**config.mk**
```make
export PLATFORM = sky130hd
export DESIGN_NAME = event_interrupt_vectoring
export DESIGN_NICKNAME = d
export VERILOG_FILES = /design/src/hdl/irq_vec_pkg.sv /design/src/hdl/event_interrupt_vectoring.sv
export SDC_FILE = /design/constraint.sdc
export NUM_CORES = 1
export LEC_CHECK = 0
export BUFFER_PORTS_ARGS = -buffer_cell sky130_fd_sc_hd__buf_2
export CAP_MARGIN = 20
export CORE_ASPECT_RATIO = 1.25
export CORE_MARGIN = 2
export CORE_UTILIZATION = 54
export DETAILED_ROUTE_END_ITERATION = 7
export HOLD_SLACK_MARGIN = 0.1
export PLACE_DENSITY = 0.77
export SYNTH_ARGS = -nofsm -noshare
export SYNTH_HDL_FRONTEND = slang
export SYNTH_SLANG_ARGS = --single-unit
```
**constraint.sdc**
```tcl
create_clock -name sys_clk_i -period 14.27 [get_ports sys_clk_i]
set_input_delay 0 -clock sys_clk_i [delete_from_list [all_inputs] [get_ports sys_clk_i]]
set_output_delay 0 -clock sys_clk_i [all_outputs]
set_load 0.005 [all_outputs]
```
**src/hdl/irq_vec_pkg.sv**
```systemverilog
// Constants, register map and carrier types of the event interrupt controller.
// Assumes a single 40 MHz system clock shared with the core and peripherals.
package irq_vec_pkg;
   localparam int NUM_EVT  = 9;
   localparam int NUM_SOFT = 7;
   localparam int NUM_CAND = 16;
   localparam int NUM_HW   = 5;
   localparam int NUM_FLAG = 10;

   // Register indexes of the plain register port
   localparam logic [3:0] REG_EN_LOW    = 4'h0;
   localparam logic [3:0] REG_EN_HIGH   = 4'h1;
   localparam logic [3:0] REG_SERIAL0_RX_PRIORITY_FIELD_BASE = 4'h2;
   localparam logic [3:0] REG_SERIAL0_RX_PRIORITY_FIELD_LAST = 4'h7;
   localparam logic [3:0] REG_FLAGS     = 4'h8;
   localparam logic [3:0] REG_SOFT_REQ  = 4'h9;
   localparam logic [3:0] REG_SOFT_EN   = 4'ha;
   localparam logic [3:0] REG_EXT_MODE  = 4'hb;
   localparam logic [3:0] REG_STATUS    = 4'hc;

   // Field positions
   localparam int GLOBAL_EN_POS = 7;
   localparam int SERIAL0_RX_PRIORITY_FIELD_LO_POS   = 0;
   localparam int SERIAL0_RX_PRIORITY_FIELD_HI_POS   = 4;
   localparam int FLG_EXT0 = 0;
   localparam int FLG_T0   = 1;
   localparam int FLG_EXT1 = 2;
   localparam int FLG_T1   = 3;
   localparam int FLG_T2OV = 4;
   localparam int FLG_T2EX = 5;
   localparam int FLG_S0RX = 6;

   // Reset values
   localparam logic [7:0]  REG8_RST   = 8'h00;
   localparam logic [15:0] REG16_RST  = 16'h0000;

   // Priorities and vectors
   localparam logic [3:0]  EFF_SERIAL0_RX_PRIORITY_FIELD_OFFSET = 4'h8;
   localparam logic [3:0]  EXC_LEVEL       = 4'hf;
   localparam logic [15:0] RESET_VEC       = 16'h0000;
   localparam logic [15:0] HW_TRAP_BASE    = 16'h0004;
   localparam logic [15:0] SW_TRAP_BASE    = 16'h0040;
   localparam logic [15:0] SOFT_BASE       = 16'h0100;
   localparam logic [15:0] EVT_VEC [NUM_EVT] = '{16'h0080, 16'h0084, 16'h0088, 16'h008c,
      16'h0090, 16'h00a0, 16'h00a4, 16'h00a8, 16'h00ac};
   localparam logic [2:0] EVT_SERIAL0_RX_PRIORITY_FIELD_REG [NUM_EVT] = '{3'h0, 3'h0, 3'h1, 3'h1, 3'h2,
      3'h4, 3'h4, 3'h5, 3'h5};
   localparam logic EVT_SERIAL0_RX_PRIORITY_FIELD_HI [NUM_EVT] = '{1'b0, 1'b1, 1'b0, 1'b1, 1'b0,
      1'b0, 1'b1, 1'b0, 1'b1};

   // Source codes reported with a request
   localparam logic [4:0] SRC_RESET  = 5'h10;
   localparam logic [4:0] SRC_HWTRAP = 5'h11;
   localparam logic [4:0] SRC_SWTRAP = 5'h16;
   localparam logic [4:0] SRC_NONE   = 5'h1f;

   typedef struct packed {
      logic t0;
      logic t1;
      logic t2_ovf;
      logic t2_ext;
      logic s0_rx;
      logic s0_tx;
      logic s1_rx;
      logic s1_tx;
   } periph_evt_t;

   typedef struct packed {
      logic        req;
      logic [3:0]  level;
      logic [15:0] vector;
   } irq_out_t;

   typedef enum logic [1:0] {
      ARB_IDLE    = 2'b00,
      ARB_PRESENT = 2'b01,
      ARB_HOLD    = 2'b10
   } arb_state_t;
endpackage

```
**src/hdl/event_interrupt_vectoring.sv**
```systemverilog
// Interrupt controller: event flags, enables, priorities, arbitration, vectors.
// Assumes peripherals and core share sys_clk_i; external pins are asynchronous.
//
// Functional notes
// - Nine maskable event sources; global enable cleared blocks all of them.
// - Each event has its own enable in low or high enable register.
// - Each event gets one of eight software-chosen priority levels.
// - Priority is a three-bit field at bits 2..0 or 6..4 of registers 0, 1, 2, 4 and 5 of six.
// - Field zero gives level 0; nonzero n gives level 8 plus n.
// - Equal-level simultaneous requests are served lowest rank first.
// - Ranks 2..10: ext0, t0, ext1, t1, t2, s0 rx, s0 tx, s1 rx, s1 tx.
// - External 0 vectors at 0080, external 1 at 0088.
// - Timer 0 at 0084, timer 1 at 008c, timer 2 two flags share 0090.
// - Serial 0 receive at 00a0, transmit at 00a4, separate flags.
// - Serial 1 uses sixth priority register; transmit 00ac, receive 00a8.
// - Reset is the top exception, vector 0000.
// - Five hardware traps vector from 0004 to 0014, rank 1.
// - Sixteen trap instructions vector through 0040 to 007c, rank 1.
// - All vectors are sixteen-bit values.
// - Reset release raises the reset exception with vector 0000.
// - Enabled level-mode external request wakes from power-down.
// - Logic keeps running in idle; any enabled request wakes.
// - 38 vectored sources: events, soft, traps, exceptions with reset.
// - Seven soft interrupts: own flag, enable, fixed level 1..7, 0100..0118.
`timescale 1ns/1ps
`default_nettype none
module event_interrupt_vectoring #(
   parameter int ADDR_W = 4,
   parameter int DATA_W = 16
) (
   input  wire logic                       sys_clk_i,
   input  wire logic                       rst_n_i,
   input  wire logic [ADDR_W-1:0]          reg_addr_i,
   input  wire logic [DATA_W-1:0]          reg_wdata_i,
   input  wire logic                       reg_wr_i,
   input  wire logic                       reg_rd_i,
   output logic [DATA_W-1:0]               reg_rdata_o,
   input  wire logic                       ext0_n_i,
   input  wire logic                       ext1_n_i,
   input  wire irq_vec_pkg::periph_evt_t   periph_evt_i,
   input  wire logic [4:0]                 hw_trap_i,
   input  wire logic                       sw_trap_i,
   input  wire logic [3:0]                 sw_trap_num_i,
   input  wire logic [3:0]                 cpu_serial0_rx_priority_field_i,
   input  wire logic                       ack_i,
   input  wire logic                       idle_i,
   input  wire logic                       power_down_i,
   output irq_vec_pkg::irq_out_t           irq_out_o,
   output logic                            wake_o
);
   logic [7:0]                    irq_enable_low_reg;
   logic [7:0]                    irq_enable_high_reg;
   logic [7:0]                    serial0_rx_priority_field_r [6];
   logic [irq_vec_pkg::NUM_FLAG-1:0] flags_r;
   logic [6:0]                    soft_req_r;
   logic [6:0]                    soft_en_r;
   logic [1:0]                    ext_level_r;
   logic [1:0]                    ext_meta_r;
   logic [1:0]                    ext_sync_r;
   logic [1:0]                    ext_prev_r;
   logic                          reset_pend_r;
   logic [4:0]                    hw_pend_r;
   logic                          sw_pend_r;
   logic [3:0]                    sw_num_r;
   logic [4:0]                    src_r;
   irq_vec_pkg::arb_state_t       state_r;
   logic [8:0]                    en_ev_q;

   // Effective level: nonzero fields behave as if a fourth high bit were set
   function automatic logic [3:0] eff_serial0_rx_priority_field(input logic [2:0] fld);
      return (fld == 3'h0) ? 4'h0 : (irq_vec_pkg::EFF_SERIAL0_RX_PRIORITY_FIELD_OFFSET | {1'b0, fld});
   endfunction

   // Priority field of event source i
   function automatic logic [2:0] serial0_rx_priority_field_field(input int i);
      logic [7:0] r;
      r = serial0_rx_priority_field_r[irq_vec_pkg::EVT_SERIAL0_RX_PRIORITY_FIELD_REG[i]];
      return irq_vec_pkg::EVT_SERIAL0_RX_PRIORITY_FIELD_HI[i] ? r[irq_vec_pkg::SERIAL0_RX_PRIORITY_FIELD_HI_POS +: 3]
                                         : r[irq_vec_pkg::SERIAL0_RX_PRIORITY_FIELD_LO_POS +: 3];
   endfunction

   // Pins are asynchronous: two flops before use
   always_ff @(posedge sys_clk_i or negedge rst_n_i) begin
      if (!rst_n_i) begin
         ext_meta_r <= 2'h3;
         ext_sync_r <= 2'h3;
         ext_prev_r <= 2'h3;
      end else begin
         ext_meta_r <= {ext1_n_i, ext0_n_i};
         ext_sync_r <= ext_meta_r;
         ext_prev_r <= ext_sync_r;
      end
   end

   logic       wr_w;
   logic       glob_w;
   logic [8:0] en_ev_w;
   logic [1:0] ext_fall_w;
   logic [1:0] ext_lvl_req_w;
   logic [1:0] ext_ack_clr_w;
   assign wr_w          = reg_wr_i;
   assign glob_w        = irq_enable_low_reg[irq_vec_pkg::GLOBAL_EN_POS];
   assign en_ev_w       = {irq_enable_high_reg[3:0], irq_enable_low_reg[4:0]};
   assign ext_fall_w    = ext_prev_r & ~ext_sync_r;
   assign ext_lvl_req_w = ~ext_sync_r;
   assign ext_ack_clr_w = {state_r == irq_vec_pkg::ARB_PRESENT && ack_i && src_r == 5'h02,
                           state_r == irq_vec_pkg::ARB_PRESENT && ack_i && src_r == 5'h00};

   // Software-written control registers
   always_ff @(posedge sys_clk_i or negedge rst_n_i) begin
      if (!rst_n_i) begin
         irq_enable_low_reg  <= irq_vec_pkg::REG8_RST;
         irq_enable_high_reg <= irq_vec_pkg::REG8_RST;
         soft_req_r          <= 7'h00;
         soft_en_r           <= 7'h00;
         ext_level_r         <= 2'h0;
         for (int k = 0; k < 6; k++) begin
            serial0_rx_priority_field_r[k] <= irq_vec_pkg::REG8_RST;
         end
      end else if (wr_w) begin
         case (reg_addr_i)
            irq_vec_pkg::REG_EN_LOW:   irq_enable_low_reg  <= reg_wdata_i[7:0];
            irq_vec_pkg::REG_EN_HIGH:  irq_enable_high_reg <= {4'h0, reg_wdata_i[3:0]};
            irq_vec_pkg::REG_SOFT_REQ: soft_req_r  <= reg_wdata_i[6:0];
            irq_vec_pkg::REG_SOFT_EN:  soft_en_r   <= reg_wdata_i[6:0];
            irq_vec_pkg::REG_EXT_MODE: ext_level_r <= reg_wdata_i[1:0];
            default: begin
               // fourth bit of each field unused
               if (reg_addr_i >= irq_vec_pkg::REG_SERIAL0_RX_PRIORITY_FIELD_BASE
                   && reg_addr_i <= irq_vec_pkg::REG_SERIAL0_RX_PRIORITY_FIELD_LAST) begin
                  serial0_rx_priority_field_r[3'(reg_addr_i - irq_vec_pkg::REG_SERIAL0_RX_PRIORITY_FIELD_BASE)] <=
                     reg_wdata_i[7:0] & 8'h77;
               end
            end
         endcase
      end
   end

   // Sticky event flags: write one to clear, a same-cycle set wins.
   // Level-mode external flags simply follow the pin.
   logic [irq_vec_pkg::NUM_FLAG-1:0] set_w;
   logic [irq_vec_pkg::NUM_FLAG-1:0] clr_w;
   assign set_w = {periph_evt_i.s1_tx, periph_evt_i.s1_rx, periph_evt_i.s0_tx,
                   periph_evt_i.s0_rx, periph_evt_i.t2_ext, periph_evt_i.t2_ovf,
                   periph_evt_i.t1, ext_fall_w[1], periph_evt_i.t0, ext_fall_w[0]};
   assign clr_w = ((wr_w && reg_addr_i == irq_vec_pkg::REG_FLAGS)
                   ? reg_wdata_i[irq_vec_pkg::NUM_FLAG-1:0] : 10'h000)
                  | {7'h00, ext_ack_clr_w[1], 1'b0, ext_ack_clr_w[0]};

   always_ff @(posedge sys_clk_i or negedge rst_n_i) begin
      if (!rst_n_i) begin
         flags_r <= 10'h000;
      end else begin
         flags_r <= (flags_r & ~clr_w) | set_w;
         if (ext_level_r[0]) flags_r[irq_vec_pkg::FLG_EXT0] <= ext_lvl_req_w[0];
         if (ext_level_r[1]) flags_r[irq_vec_pkg::FLG_EXT1] <= ext_lvl_req_w[1];
      end
   end

   // Event requests in rank order; timer 2 merges its two flags
   logic [8:0] ev_req_w;
   assign ev_req_w = {flags_r[9:6], flags_r[irq_vec_pkg::FLG_T2OV] | flags_r[irq_vec_pkg::FLG_T2EX],
                      flags_r[3:0]};

   // Candidate selection. Strictly-greater compare keeps the lowest index
   // for a tie, so the loop order is the fixed ranking.
   logic       found_w;
   logic [3:0] best_p_w;
   logic [3:0] best_i_w;
   logic [3:0] cand_p;
   logic       cand_v;
   always_comb begin
      found_w  = 1'b0;
      best_p_w = 4'h0;
      best_i_w = 4'h0;
      cand_p   = 4'h0;
      cand_v   = 1'b0;
      for (int i = 0; i < irq_vec_pkg::NUM_CAND; i++) begin
         if (i < irq_vec_pkg::NUM_EVT) begin
            cand_v = glob_w && en_ev_w[i] && ev_req_w[i];
            cand_p = eff_serial0_rx_priority_field(serial0_rx_priority_field_field(i));
         end else begin
            cand_v = soft_req_r[i-9] && soft_en_r[i-9];
            cand_p = 4'(i - 8);
         end
         if (cand_v && (!found_w || cand_p > best_p_w)) begin
            found_w  = 1'b1;
            best_p_w = cand_p;
            best_i_w = 4'(i);
         end
      end
   end

   // Lowest pending hardware trap
   logic [2:0] hw_idx_w;
   always_comb begin
      hw_idx_w = 3'h0;
      for (int k = irq_vec_pkg::NUM_HW - 1; k >= 0; k--) begin
         if (hw_pend_r[k]) hw_idx_w = 3'(k);
      end
   end

   // all kinds vectored; exceptions and traps outrank events
   logic            any_w;
   logic [4:0]      nsrc_w;
   irq_vec_pkg::irq_out_t nout_w;
   always_comb begin
      any_w  = 1'b1;
      nsrc_w = irq_vec_pkg::SRC_NONE;
      nout_w = '0;
      if (reset_pend_r) begin
         nsrc_w = irq_vec_pkg::SRC_RESET;
         nout_w = '{1'b1, irq_vec_pkg::EXC_LEVEL, irq_vec_pkg::RESET_VEC};
      end else if (hw_pend_r != 5'h00) begin
         nsrc_w = irq_vec_pkg::SRC_HWTRAP + {2'h0, hw_idx_w};
         nout_w = '{1'b1, irq_vec_pkg::EXC_LEVEL,
                    irq_vec_pkg::HW_TRAP_BASE + {11'h000, hw_idx_w, 2'h0}};
      end else if (sw_pend_r) begin
         nsrc_w = irq_vec_pkg::SRC_SWTRAP;
         nout_w = '{1'b1, irq_vec_pkg::EXC_LEVEL,
                    irq_vec_pkg::SW_TRAP_BASE + {10'h000, sw_num_r, 2'h0}};
      end else if (found_w && best_p_w > cpu_serial0_rx_priority_field_i) begin
         nsrc_w = {1'b0, best_i_w};
         nout_w = '{1'b1, best_p_w, (best_i_w < 4'h9) ? irq_vec_pkg::EVT_VEC[best_i_w]
                    : irq_vec_pkg::SOFT_BASE + {10'h000, best_i_w - 4'h9, 2'h0}};
      end else begin
         any_w = 1'b0;
      end
   end

   // Presentation state machine; two quiet cycles after an acknowledge
   // lets the core raise its priority before the next choice.
   logic acked_w;
   assign acked_w = state_r == irq_vec_pkg::ARB_PRESENT && ack_i;
   always_ff @(posedge sys_clk_i or negedge rst_n_i) begin
      if (!rst_n_i) begin
         state_r   <= irq_vec_pkg::ARB_IDLE;
         irq_out_o <= '0;
         src_r     <= irq_vec_pkg::SRC_NONE;
      end else begin
         case (state_r)
            irq_vec_pkg::ARB_IDLE, irq_vec_pkg::ARB_PRESENT: begin
               if (acked_w) begin
                  state_r       <= irq_vec_pkg::ARB_HOLD;
                  irq_out_o.req <= 1'b0;
               end else begin
                  state_r   <= any_w ? irq_vec_pkg::ARB_PRESENT : irq_vec_pkg::ARB_IDLE;
                  irq_out_o <= nout_w;
                  src_r     <= nsrc_w;
               end
            end
            irq_vec_pkg::ARB_HOLD: state_r <= irq_vec_pkg::ARB_IDLE;
            default: state_r <= irq_vec_pkg::ARB_IDLE;
         endcase
      end
   end

   // Exception and trap latches, cleared by acknowledge; new trap wins
   always_ff @(posedge sys_clk_i or negedge rst_n_i) begin
      if (!rst_n_i) begin
         reset_pend_r <= 1'b1;
         hw_pend_r    <= 5'h00;
         sw_pend_r    <= 1'b0;
         sw_num_r     <= 4'h0;
      end else begin
         if (acked_w && src_r == irq_vec_pkg::SRC_RESET) reset_pend_r <= 1'b0;
         hw_pend_r <= (hw_pend_r & ~((acked_w && src_r >= irq_vec_pkg::SRC_HWTRAP
                       && src_r < irq_vec_pkg::SRC_SWTRAP)
                       ? 5'h01 << (src_r - irq_vec_pkg::SRC_HWTRAP) : 5'h00)) | hw_trap_i;
         if (sw_trap_i) begin
            sw_pend_r <= 1'b1;
            sw_num_r  <= sw_trap_num_i;
         end else if (acked_w && src_r == irq_vec_pkg::SRC_SWTRAP) begin
            sw_pend_r <= 1'b0;
         end
      end
   end

   // Wake: idle keeps all logic running; power-down only takes
   // enabled level-mode external requests.
   logic any_en_w;
   logic pd_wake_w;
   assign any_en_w  = (glob_w && |(en_ev_w & ev_req_w)) || |(soft_req_r & soft_en_r);
   assign pd_wake_w = glob_w && |(ext_level_r & ext_lvl_req_w
                      & {irq_enable_low_reg[2], irq_enable_low_reg[0]});
   always_ff @(posedge sys_clk_i or negedge rst_n_i) begin
      if (!rst_n_i) begin
         wake_o <= 1'b0;
      end else begin
         wake_o <= (idle_i && any_en_w) || (power_down_i && pd_wake_w);
      end
   end

   // Read port: data only in the cycle after the strobe, zero elsewhere
   always_ff @(posedge sys_clk_i or negedge rst_n_i) begin
      if (!rst_n_i) begin
         reg_rdata_o <= irq_vec_pkg::REG16_RST;
      end else if (reg_rd_i) begin
         case (reg_addr_i)
            irq_vec_pkg::REG_EN_LOW:   reg_rdata_o <= {8'h00, irq_enable_low_reg};
            irq_vec_pkg::REG_EN_HIGH:  reg_rdata_o <= {8'h00, irq_enable_high_reg};
            irq_vec_pkg::REG_FLAGS:    reg_rdata_o <= {6'h00, flags_r};
            irq_vec_pkg::REG_SOFT_REQ: reg_rdata_o <= {9'h000, soft_req_r};
            irq_vec_pkg::REG_SOFT_EN:  reg_rdata_o <= {9'h000, soft_en_r};
            irq_vec_pkg::REG_EXT_MODE: reg_rdata_o <= {14'h0000, ext_level_r};
            irq_vec_pkg::REG_STATUS:   reg_rdata_o <= {irq_out_o.req, 2'h0, src_r,
                                                       4'h0, irq_out_o.level};
            default: begin
               if (reg_addr_i >= irq_vec_pkg::REG_SERIAL0_RX_PRIORITY_FIELD_BASE
                   && reg_addr_i <= irq_vec_pkg::REG_SERIAL0_RX_PRIORITY_FIELD_LAST) begin
                  reg_rdata_o <= {8'h00, serial0_rx_priority_field_r[3'(reg_addr_i - irq_vec_pkg::REG_SERIAL0_RX_PRIORITY_FIELD_BASE)]};
               end else begin
                  reg_rdata_o <= irq_vec_pkg::REG16_RST;
               end
            end
         endcase
      end else begin
         reg_rdata_o <= irq_vec_pkg::REG16_RST;
      end
   end
   // Helper for checks: enables seen by the last selection
   always_ff @(posedge sys_clk_i or negedge rst_n_i) begin
      if (!rst_n_i) en_ev_q <= 9'h000;
      else          en_ev_q <= {9{glob_w}} & en_ev_w;
   end
endmodule
`default_nettype wire

```
==> out/results.ini, run 1 <==
[run_status]
status=complete, no violations

[logic_synthesis]
synth_top_family_by_area=compound AO/OA/AOI/OAI gates
synth_edf_count=0
yosys-top-cells-count=dfrtp_1 (113), nand2_1 (90), mux2_2 (77)
synth_warnings=0
syn_area_um2=7913
synthAdderAreaFrac=0.07432
synthTopCellsByArea=dfrtp_1 (36%), mux2_2 (11%), ha_1 (7.4%)
yosysMostFrequentCell=dfrtp_1
synth_compound_area_frac=0.1898
synth-simple-area-share=0.1553
synth_flop_cell=dfrtp_1
seq_area_frac_synth=0.3972
yosysUniqueCellTypes=72
yosys.area.top_type=dfrtp_1
syn_avg_cell_area_um2=9.638
muxShareOfSynthArea=0.1335
synthArstFlopShare=1.000
synth_top_area_frac=0.3574
synthCells=821
ys_ff_latch=125
synth_xor_area_frac=0

[detailed_routing]
ant_nets=0
routed_wl_mm=23.80
wl_per_cell_um=20.72
vias=7234
drcViolationCount=0
dr.first_iter.drc_count=877
drt_pass1_iterations=6
viasPerCell=6.296

[placement]
hpwl_mm=16.94
dp_worst_setup_slack_ns=0.1613
gp_congestion=0.9736
post_dp_cell_area_um2=8582
io_buffers=71

[clocking]
cts_max_level=4
clk_pin_slew_ns=0.06
cts_tree=done
cts_made_buffers=17
clock-sinks=125
insertion_delay_ns=0.42
ctsRootBufferMaster=clkbuf_16
clockBufferDepth=2

[sta]
period_needed_ns=13.68
relSlewSlack=0.2948
finalSetupViolCount=0
drv_slew=0
tns_ns=0
skew_ns=0.009210
max_freq_ghz=0.07312
setup_ws_ns=0.5946
hold_viol=0
finalCritPeriodShare=0.9583
worst_slew_pin_slew_ns=1.050

[floorplanning]
row_count=49
start_util=0.5515
fp.dieH_um=139.3
dieArea_um2=15640
io_pins=89
die_x_um=112.3
core_area_um2=14350

[setup_path]
cpMaxStageDelayCell=dfrtp_1
cp.arrival_ns=14.02
end_kind=flip-flop
required_ns=14.62
critPathMaxFanout=7
path_class=reg2reg
path_common_cell=ha_1
start_kind=flip-flop
slowest_delay_ns=0.44

[finish]
reg_top3=serial0_rx_priority_field_r x36, reg_rdata_o x14, irq_out_o x12
diodes=0
nets=1056
largest_reg_flops=36
regMostFlops=serial0_rx_priority_field_r
final_area_um2=9794
final_layout_size_suffix_gt1_frac=0.2915
fin_util=0.6827
synthToLayoutAreaGrowth_pct=23.78

[global_route]
grt_antenna_before_repair=0
grt_max_degree=67
grt_usage=0.3050
gr-total-overflow=0
grt_pass1_vias=7208
grt_pass1_wl_mm=37.39

[power]
peakVddDrop_mv=0.1427
leakage_nw=4.395
power_density_nw_per_um2=189.1

[hold_path]
hold_class=in2reg

[job]
max_cap_viol_count=0

## final timing paths
check | from | end | slack (ns) | depth (start not counted)
max in group asynchronous | rst_n_i | irq_enable_low_reg[4] | 12.75 | 3
worst max register to register | flags_r[0] | irq_out_o[3] | 0.59 | 73
min in group asynchronous | rst_n_i | irq_out_o[5] | 0.18 | 2
worst min-delay path | reg_wdata_i[0] | serial0_rx_priority_field_r[24] | 0.15 | 2
worst min register to register | ext_meta_r[0] | ext_sync_r[0] | 0.36 | 0
worst max-delay path | flags_r[0] | irq_out_o[3] | 0.59 | 73
## routing by layer
metal / share of wire / routed length (um) / track usage / vias to the layer above
met1: 0.37 / 8704 / 0.3452 / 3485
met5: 0 / 0 / 0 / -
met4: 0.050 / 1188 / 0.1515 / 0
met2: 0.52 / 12310 / 0.5466 / 360
met3: 0.067 / 1606 / 0.05749 / 99
li1: - / - / - / 3290
## critical path, delay by kind of cell, from the launching register on
family	cells	cell delay, ns
buffers and inverters	6	0.77
DFF	1	0.44
and+or+nand+nor	25	4.01
AOI/OAI and AO/OA	31	5.10
muxes	2	0.73
adders and majority gates	9	2.52
## area by class of cell
type,instances,area (um^2)
Inverter,34,127.6
Sequential cell,125,3143
Timing Repair Buffer,163,1159
Multi-Input combinational cell,617,4541
Tap cell,178,222.7
Clock buffer,21,470.5
Fill cell,1088,4552
Clock inverter,11,131.4
## kinds of logic (layout without fill, tap and decap cells)
| kind of cell | after synthesis | count (layout) |
|---|---|---|
| flip-flops | 125 | 125 |
| adder cells (fa/ha/maj) | 47 | 47 |
| AND/OR/NAND/NOR | 256 | 256 |
| multiplexers | 87 | 87 |
| buffers and inverters | 89 | 229 |
| other | 1 | 11 |
| AO/OA/AOI/OAI | 216 | 216 |
## cell usage in the layout (no fill, tap or decap), drive strengths merged, types with 21 or more instances in the layout
| cell | instances |
|---|---|
| dfrtp | 113 |
| nor2 | 53 |
| a21o | 22 |
| clkbuf | 21 |
| a21oi | 32 |
| buf | 119 |
| inv | 37 |
| dlygate4sd3 | 44 |
| o21ai | 43 |
| ha | 47 |
| nand2 | 90 |
| mux2 | 78 |
## through the flow
| step | hold WS [ns] | std cells | power, mW |
|---|---|---|---|
| after floorplan | -0.2956 | 831 | 1.042 |
| after global placement | 0.1058 | 1067 | 1.307 |
| after detailed placement | 0.1063 | 1067 | 1.328 |
| after CTS | 0.1231 | 1143 | 1.778 |
| after global routing | 0.1538 | 1149 | 1.975 |
| final | 0.1543 | 1149 | 1.852 |
## what timing repair did
item                       4_1_cts  5_1_grt
setup endpoints to repair        0       17
hold buffers                    44        0
gates resized for setup          0       35
buffers inserted                 0        6
hold endpoints to repair       145        0
## power breakdown
part	internal (mW)	switching, mW
sequential	0.414	0.0683
clock	0.273	0.165
combinational	0.427	0.504
No activity file was read; power rests on OpenSTA's default activity.
==> inputs of run 2 (changes only) <==
- ABC_AREA: default -> 1
- PLACE_DENSITY: 0.77 -> 0.78
==> run 2 against run 1 <==
Effect of this change: die area shrank 2.9%; clock skew fell by 0.00056 ns; worst hold slack worse by 0.050 ns; clock-buffer cell count shrank 1; core utilization is 2.8 points lower; global-route usage down 1.2 points; area after synthesis down 3.0%; largest cell class unchanged.
==> out/results.ini, run 2 <==
[sta]
period_needed_ns=12.59
max_freq_ghz=0.07940
setup_ws_ns=1.676
finalCritPeriodShare=0.8825
rsz0062_at_grt=no
hold_viol=0
finalSetupViolCount=0
worst_slew_pin_slew_ns=0.9855
skew_ns=0.008650
hold_ws_ns=0.1047
drv_slew=0
relSlewSlack=0.3430
tns_ns=0

[setup_path]
reg2reg_depth=96
required_ns=14.62
path_common_cell=nand2_1
critPathMaxFanout=9
slowest_delay_ns=0.64
r2r_end=irq_out_o[18]
end_kind=flip-flop
path_class=reg2reg
cp.arrival_ns=12.94
cpMaxStageDelayCell=dfrtp_1
start_kind=flip-flop
worst-r2r-setup-slack_ns=1.68
reg2reg_from=irq_enable_low_reg[7]

[logic_synthesis]
synthTopCellsByArea=dfrtp_1 (37%), nand2_1 (14%), ha_1 (7.7%)
synthCells=989
yosys-top-cells-count=nand2_1 (279), dfrtp_1 (113), inv_1 (109)
synth_top_area_frac=0.3683
yosysMostFrequentCell=nand2_1
synth_warnings=0
syn_area_um2=7677
yosysUniqueCellTypes=53
synth_flop_cell=dfrtp_1
yosys.area.top_type=dfrtp_1
synth_edf_count=0
synthArstFlopShare=1.000
ys_ff_latch=125
seq_area_frac_synth=0.4094
syn_avg_cell_area_um2=7.763

[finish]
final_area_um2=9077
nets=1185
diodes=0
largest_reg_flops=36
final_layout_size_suffix_gt1_frac=0.1573
regMostFlops=serial0_rx_priority_field_r
fin_util=0.6543
layout.cells.non_filler=1275
reg_top3=serial0_rx_priority_field_r x36, reg_rdata_o x14, irq_out_o x12
mostFrequentLayoutCells=nand2_1 (279), dfrtp_1 (113), inv_1 (109)
synthToLayoutAreaGrowth_pct=18.24
final_common_cell=nand2_1

[power]
clockPowerShare=0.300
p_int_mw=0.8714
pwr-share-comb=0.371
power_density_nw_per_um2=158.7
switchingPower_mw=0.5692
power_frac_seq=0.329
leakage_nw=4.567
swShare=0.3951
finalPower_mw=1.441
peakVddDrop_mv=0.09704

[placement]
io_buffers=71
gp_congestion=1.013
hpwl_mm=15.08
dp_worst_setup_slack_ns=1.923
post_dp_cell_area_um2=8082
place_inst=1202

[detailed_routing]
vias=7193
ant_nets=0
dr.first_iter.drc_count=591
viasPerCell=5.642
drcViolationCount=0
routed_wl_mm=21.47
drt_pass1_iterations=5
wl_per_cell_um=16.84

[global_route]
use_met2=0.5266
gr-total-overflow=0
grt_use_met1=0.3350
grt_antenna_before_repair=0
grt_max_degree=80
busiest_layer=met2
met3_usage=0.05191
grt_pass1_wl_mm=35.05
grt_pass1_vias=7177
grt_usage=0.2928

[floorplanning]
io_pins=89
fp.dieH_um=137.3
dieArea_um2=15190
row_count=48
start_util=0.5534
die_x_um=110.7
core_area_um2=13870

[hold_path]
hold_end=serial0_rx_priority_field_r[38]
hold_depth=3
worstHoldStart=reg_wdata_i[6]
hold_class=in2reg

[clocking]
insertion_delay_ns=0.43
clk_pin_slew_ns=0.06
cts_made_buffers=17
cts_max_level=4
cts_tree=done
ctsRootBufferMaster=clkbuf_16
clockBufferDepth=2
clock-sinks=125
cts.repair.resized=0

[run_status]
status=complete, no violations

[job]
max_cap_viol_count=0

## run 2: worst max path at each step
stage | depth (start not counted) | slack (ns) | endpoint | start
floorplan | 101 | 3.73 | irq_out_o[2] | irq_enable_low_reg[7]
global placement | 94 | 2.16 | irq_out_o[19] | irq_enable_low_reg[7]
detailed placement | 96 | 1.92 | irq_out_o[18] | irq_enable_low_reg[7]
CTS | 96 | 1.77 | irq_out_o[18] | irq_enable_low_reg[7]
global route | 100 | 0.62 | irq_out_o[2] | irq_enable_low_reg[7]
finish | 96 | 1.68 | irq_out_o[18] | irq_enable_low_reg[7]
## run 2: critical path, delay by kind of cell (launching register included)
kind	cells	cell delay (ns)
compound gates	27	3.79
fa+ha+maj	9	2.60
simple gates	48	4.39
buf+inv	12	1.02
flops	1	0.64
## run 2: cells by family after synthesis
logic type,after synthesis,synth area share
adders and majority gates,47,0.07660
buffers and inverters,163,0.08784
DFF,125,0.4094
other,1,0.0004884
and+or+nand+nor,433,0.2505
AOI/OAI and AO/OA,220,0.1752
## run 2: layout make-up
type / count / area, um^2
Clock buffer: 20 / 446.7
Clock inverter: 12 / 138.9
Fill cell: 1133 / 4796
Inverter: 119 / 456.7
Multi-Input combinational cell: 711 / 3897
Sequential cell: 125 / 3143
Tap cell: 175 / 219.0
Timing Repair Buffer: 113 / 775.7
## run 2: metal layers
metal | part of all wire | up-vias | routed length, um
met3 | 0.056 | 68 | 1211
met2 | 0.51 | 284 | 10910
met1 | 0.39 | 3389 | 8457
met5 | 0 | - | 0
li1 | - | 3452 | -
met4 | 0.042 | 0 | 892
## run 2: power groups by stage
stage | clock (mW) | combinational, mW | sequential [mW]
after floorplan | 0 | 0.400 | 0.455
after global placement | 0 | 0.493 | 0.475
after detailed placement | 0 | 0.512 | 0.476
after CTS | 0.432 | 0.529 | 0.471
after global routing | 0.449 | 0.609 | 0.481
final | 0.433 | 0.534 | 0.474
## run 2: what timing repair did
item / 4_1_cts / 5_1_grt
hold buffers: 41 / 0
buffers inserted: 0 / 0
hold endpoints to repair: 120 / 0
==> inputs of run 3 (changes only) <==
- CORE_UTILIZATION: 54 -> 25
- PLACE_DENSITY: 0.78 -> 0.42
==> run 3 against run 2 <==
Effect of this change: worst setup slack improved by 0.0047 ns; largest cell class unchanged; cell area rose by 3.1%; register-to-register slack barely moved; cell count rose by 18%; sequential power barely moved; sequential cell count did not move; non-clock buffer count did not move; total power rose by 0.24%; clock skew rose by 0.0036 ns; combinational power fell by 0.9%; worst hold slack improved by 0.0068 ns.
==> out/results.ini, run 3 (synthesis gave the netlist of run 2 again) <==
[run_status]
status=complete, no violations

[setup_path]
cp.arrival_ns=12.95
cpMaxStageDelayCell=dfrtp_1
slowest_delay_ns=0.64
required_ns=14.63
path_common_cell=nand2_1
critPathMaxFanout=9
path_class=reg2reg
end_kind=flip-flop
start_kind=flip-flop

[floorplanning]
fp.dieH_um=199.9
row_count=71
io_pins=89
start_util=0.2542
core_area_um2=30200
die_x_um=160.7
dieArea_um2=32140

[power]
power_density_nw_per_um2=154.2
power_frac_seq=0.329
peakVddDrop_mv=0.07738
pwr-share-comb=0.367
leakage_nw=4.572
switchingPower_mw=0.5673
p_int_mw=0.8768
clockPowerShare=0.304
swShare=0.3929

[global_route]
grt_pass1_wl_mm=39.08
grt_max_degree=67
use_met2=0.2979
gr-total-overflow=0
grt_antenna_before_repair=0
met3_usage=0.02376
grt_pass1_vias=6946
grt_usage=0.1594
grt_use_met1=0.1911
busiest_layer=met2

[detailed_routing]
drcViolationCount=0
routed_wl_mm=24.66
dr.first_iter.drc_count=315
vias=6844
drt_pass1_iterations=5
viasPerCell=4.563
wl_per_cell_um=16.44
ant_nets=0

[finish]
nets=1185
layout.cells.non_filler=1500
final_layout_size_suffix_gt1_frac=0.1574
final_area_um2=9363
mostFrequentLayoutCells=nand2_1 (279), dfrtp_1 (113), inv_1 (109)
reg_top3=serial0_rx_priority_field_r x36, reg_rdata_o x14, irq_out_o x12
regMostFlops=serial0_rx_priority_field_r
final_common_cell=nand2_1
diodes=0
largest_reg_flops=36
synthToLayoutAreaGrowth_pct=21.95

[hold_path]
hold_class=in2reg

[sta]
setup_ws_ns=1.681
skew_ns=0.01229
relSlewSlack=0.4313
tns_ns=0
hold_ws_ns=0.1115
finalCritPeriodShare=0.8822
drv_slew=0
worst_slew_pin_slew_ns=0.8530
hold_viol=0
max_freq_ghz=0.07943
period_needed_ns=12.59
rsz0062_at_grt=no
finalSetupViolCount=0

[placement]
post_dp_cell_area_um2=8368
place_inst=1428
hpwl_mm=18.68
io_buffers=71
dp_worst_setup_slack_ns=1.562
gp_congestion=0.8432

[clocking]
cts_tree=done
clockBufferDepth=2
ctsRootBufferMaster=clkbuf_16
clk_pin_slew_ns=0.06
clock-sinks=125
cts.repair.resized=0
insertion_delay_ns=0.43
cts_made_buffers=17
cts_max_level=4

[job]
max_cap_viol_count=0

[run 3: cell types whose count changed in the layout (fill, tap and decap cells not counted), sizes merged]
cell	before	now
clkbuf	20	21
clkinv	6	5
inv	119	118
[run 3: power groups by stage]
stage	clock network, mW	logic [mW]	registers [mW]
after detailed placement	0	0.526	0.481
after CTS	0.448	0.538	0.475
after floorplan	0	0.400	0.455
after global routing	0.461	0.620	0.484
after global placement	0	0.520	0.481
final	0.440	0.529	0.475
[run 3: cell type report]
cell class | instances | area [um^2]
multi-input combinational | 711 | 3897
inverter | 119 | 456.7
clock buffer | 21 | 470.5
sequential | 125 | 3143
fill | 3298 | 20840
timing repair buffer | 113 | 779.5
clock inverter | 10 | 113.9
tap | 401 | 501.7
[run 3: per-layer routing]
layer  part of all wire  up-vias
met3              0.025       24
met4              0.014        0
met1               0.44     3270
li1                   -     3440
met5                  0        -
met2               0.52      110
[run 3: timing repair]
action | in CTS | in global routing
setup buffers | 0 | 0
hold buffers | 41 | 0
endpoints found under the hold margin | 103 | 0
[run 3: worst paths after layout]
| kind | startpoint | endpoint | slack [ns] | depth (start not counted) |
|---|---|---|---|---|
| hold / removal | reg_wdata_i[6] | serial0_rx_priority_field_r[38] | 0.11 | 3 |
| hold reg to reg | ext_meta_r[0] | ext_sync_r[0] | 0.36 | 0 |
| setup reg to reg | irq_enable_low_reg[7] | irq_out_o[18] | 1.68 | 94 |
| min in group asynchronous | rst_n_i | sw_num_r[3] | 0.12 | 2 |
| max in group asynchronous | rst_n_i | serial0_rx_priority_field_r[42] | 12.83 | 3 |
| setup / recovery | irq_enable_low_reg[7] | irq_out_o[18] | 1.68 | 94 |
[run 3: worst max-delay path: cells and delay by family (launching register included)]
| kind | cells | cell delay, ns |
|---|---|---|
| compound gates | 28 | 4.14 |
| fa+ha+maj | 9 | 2.60 |
| buf+inv | 11 | 0.96 |
| flops | 1 | 0.64 |
| simple gates | 46 | 4.21 |
[run 3: per-stage QoR]
step	utilization	power, mW
after CTS	0.3100	1.462
after global routing	0.3100	1.565
after detailed placement	0.2771	1.006
after floorplan	-	0.8547
final	0.3100	1.444
after global placement	0.2771	1.001
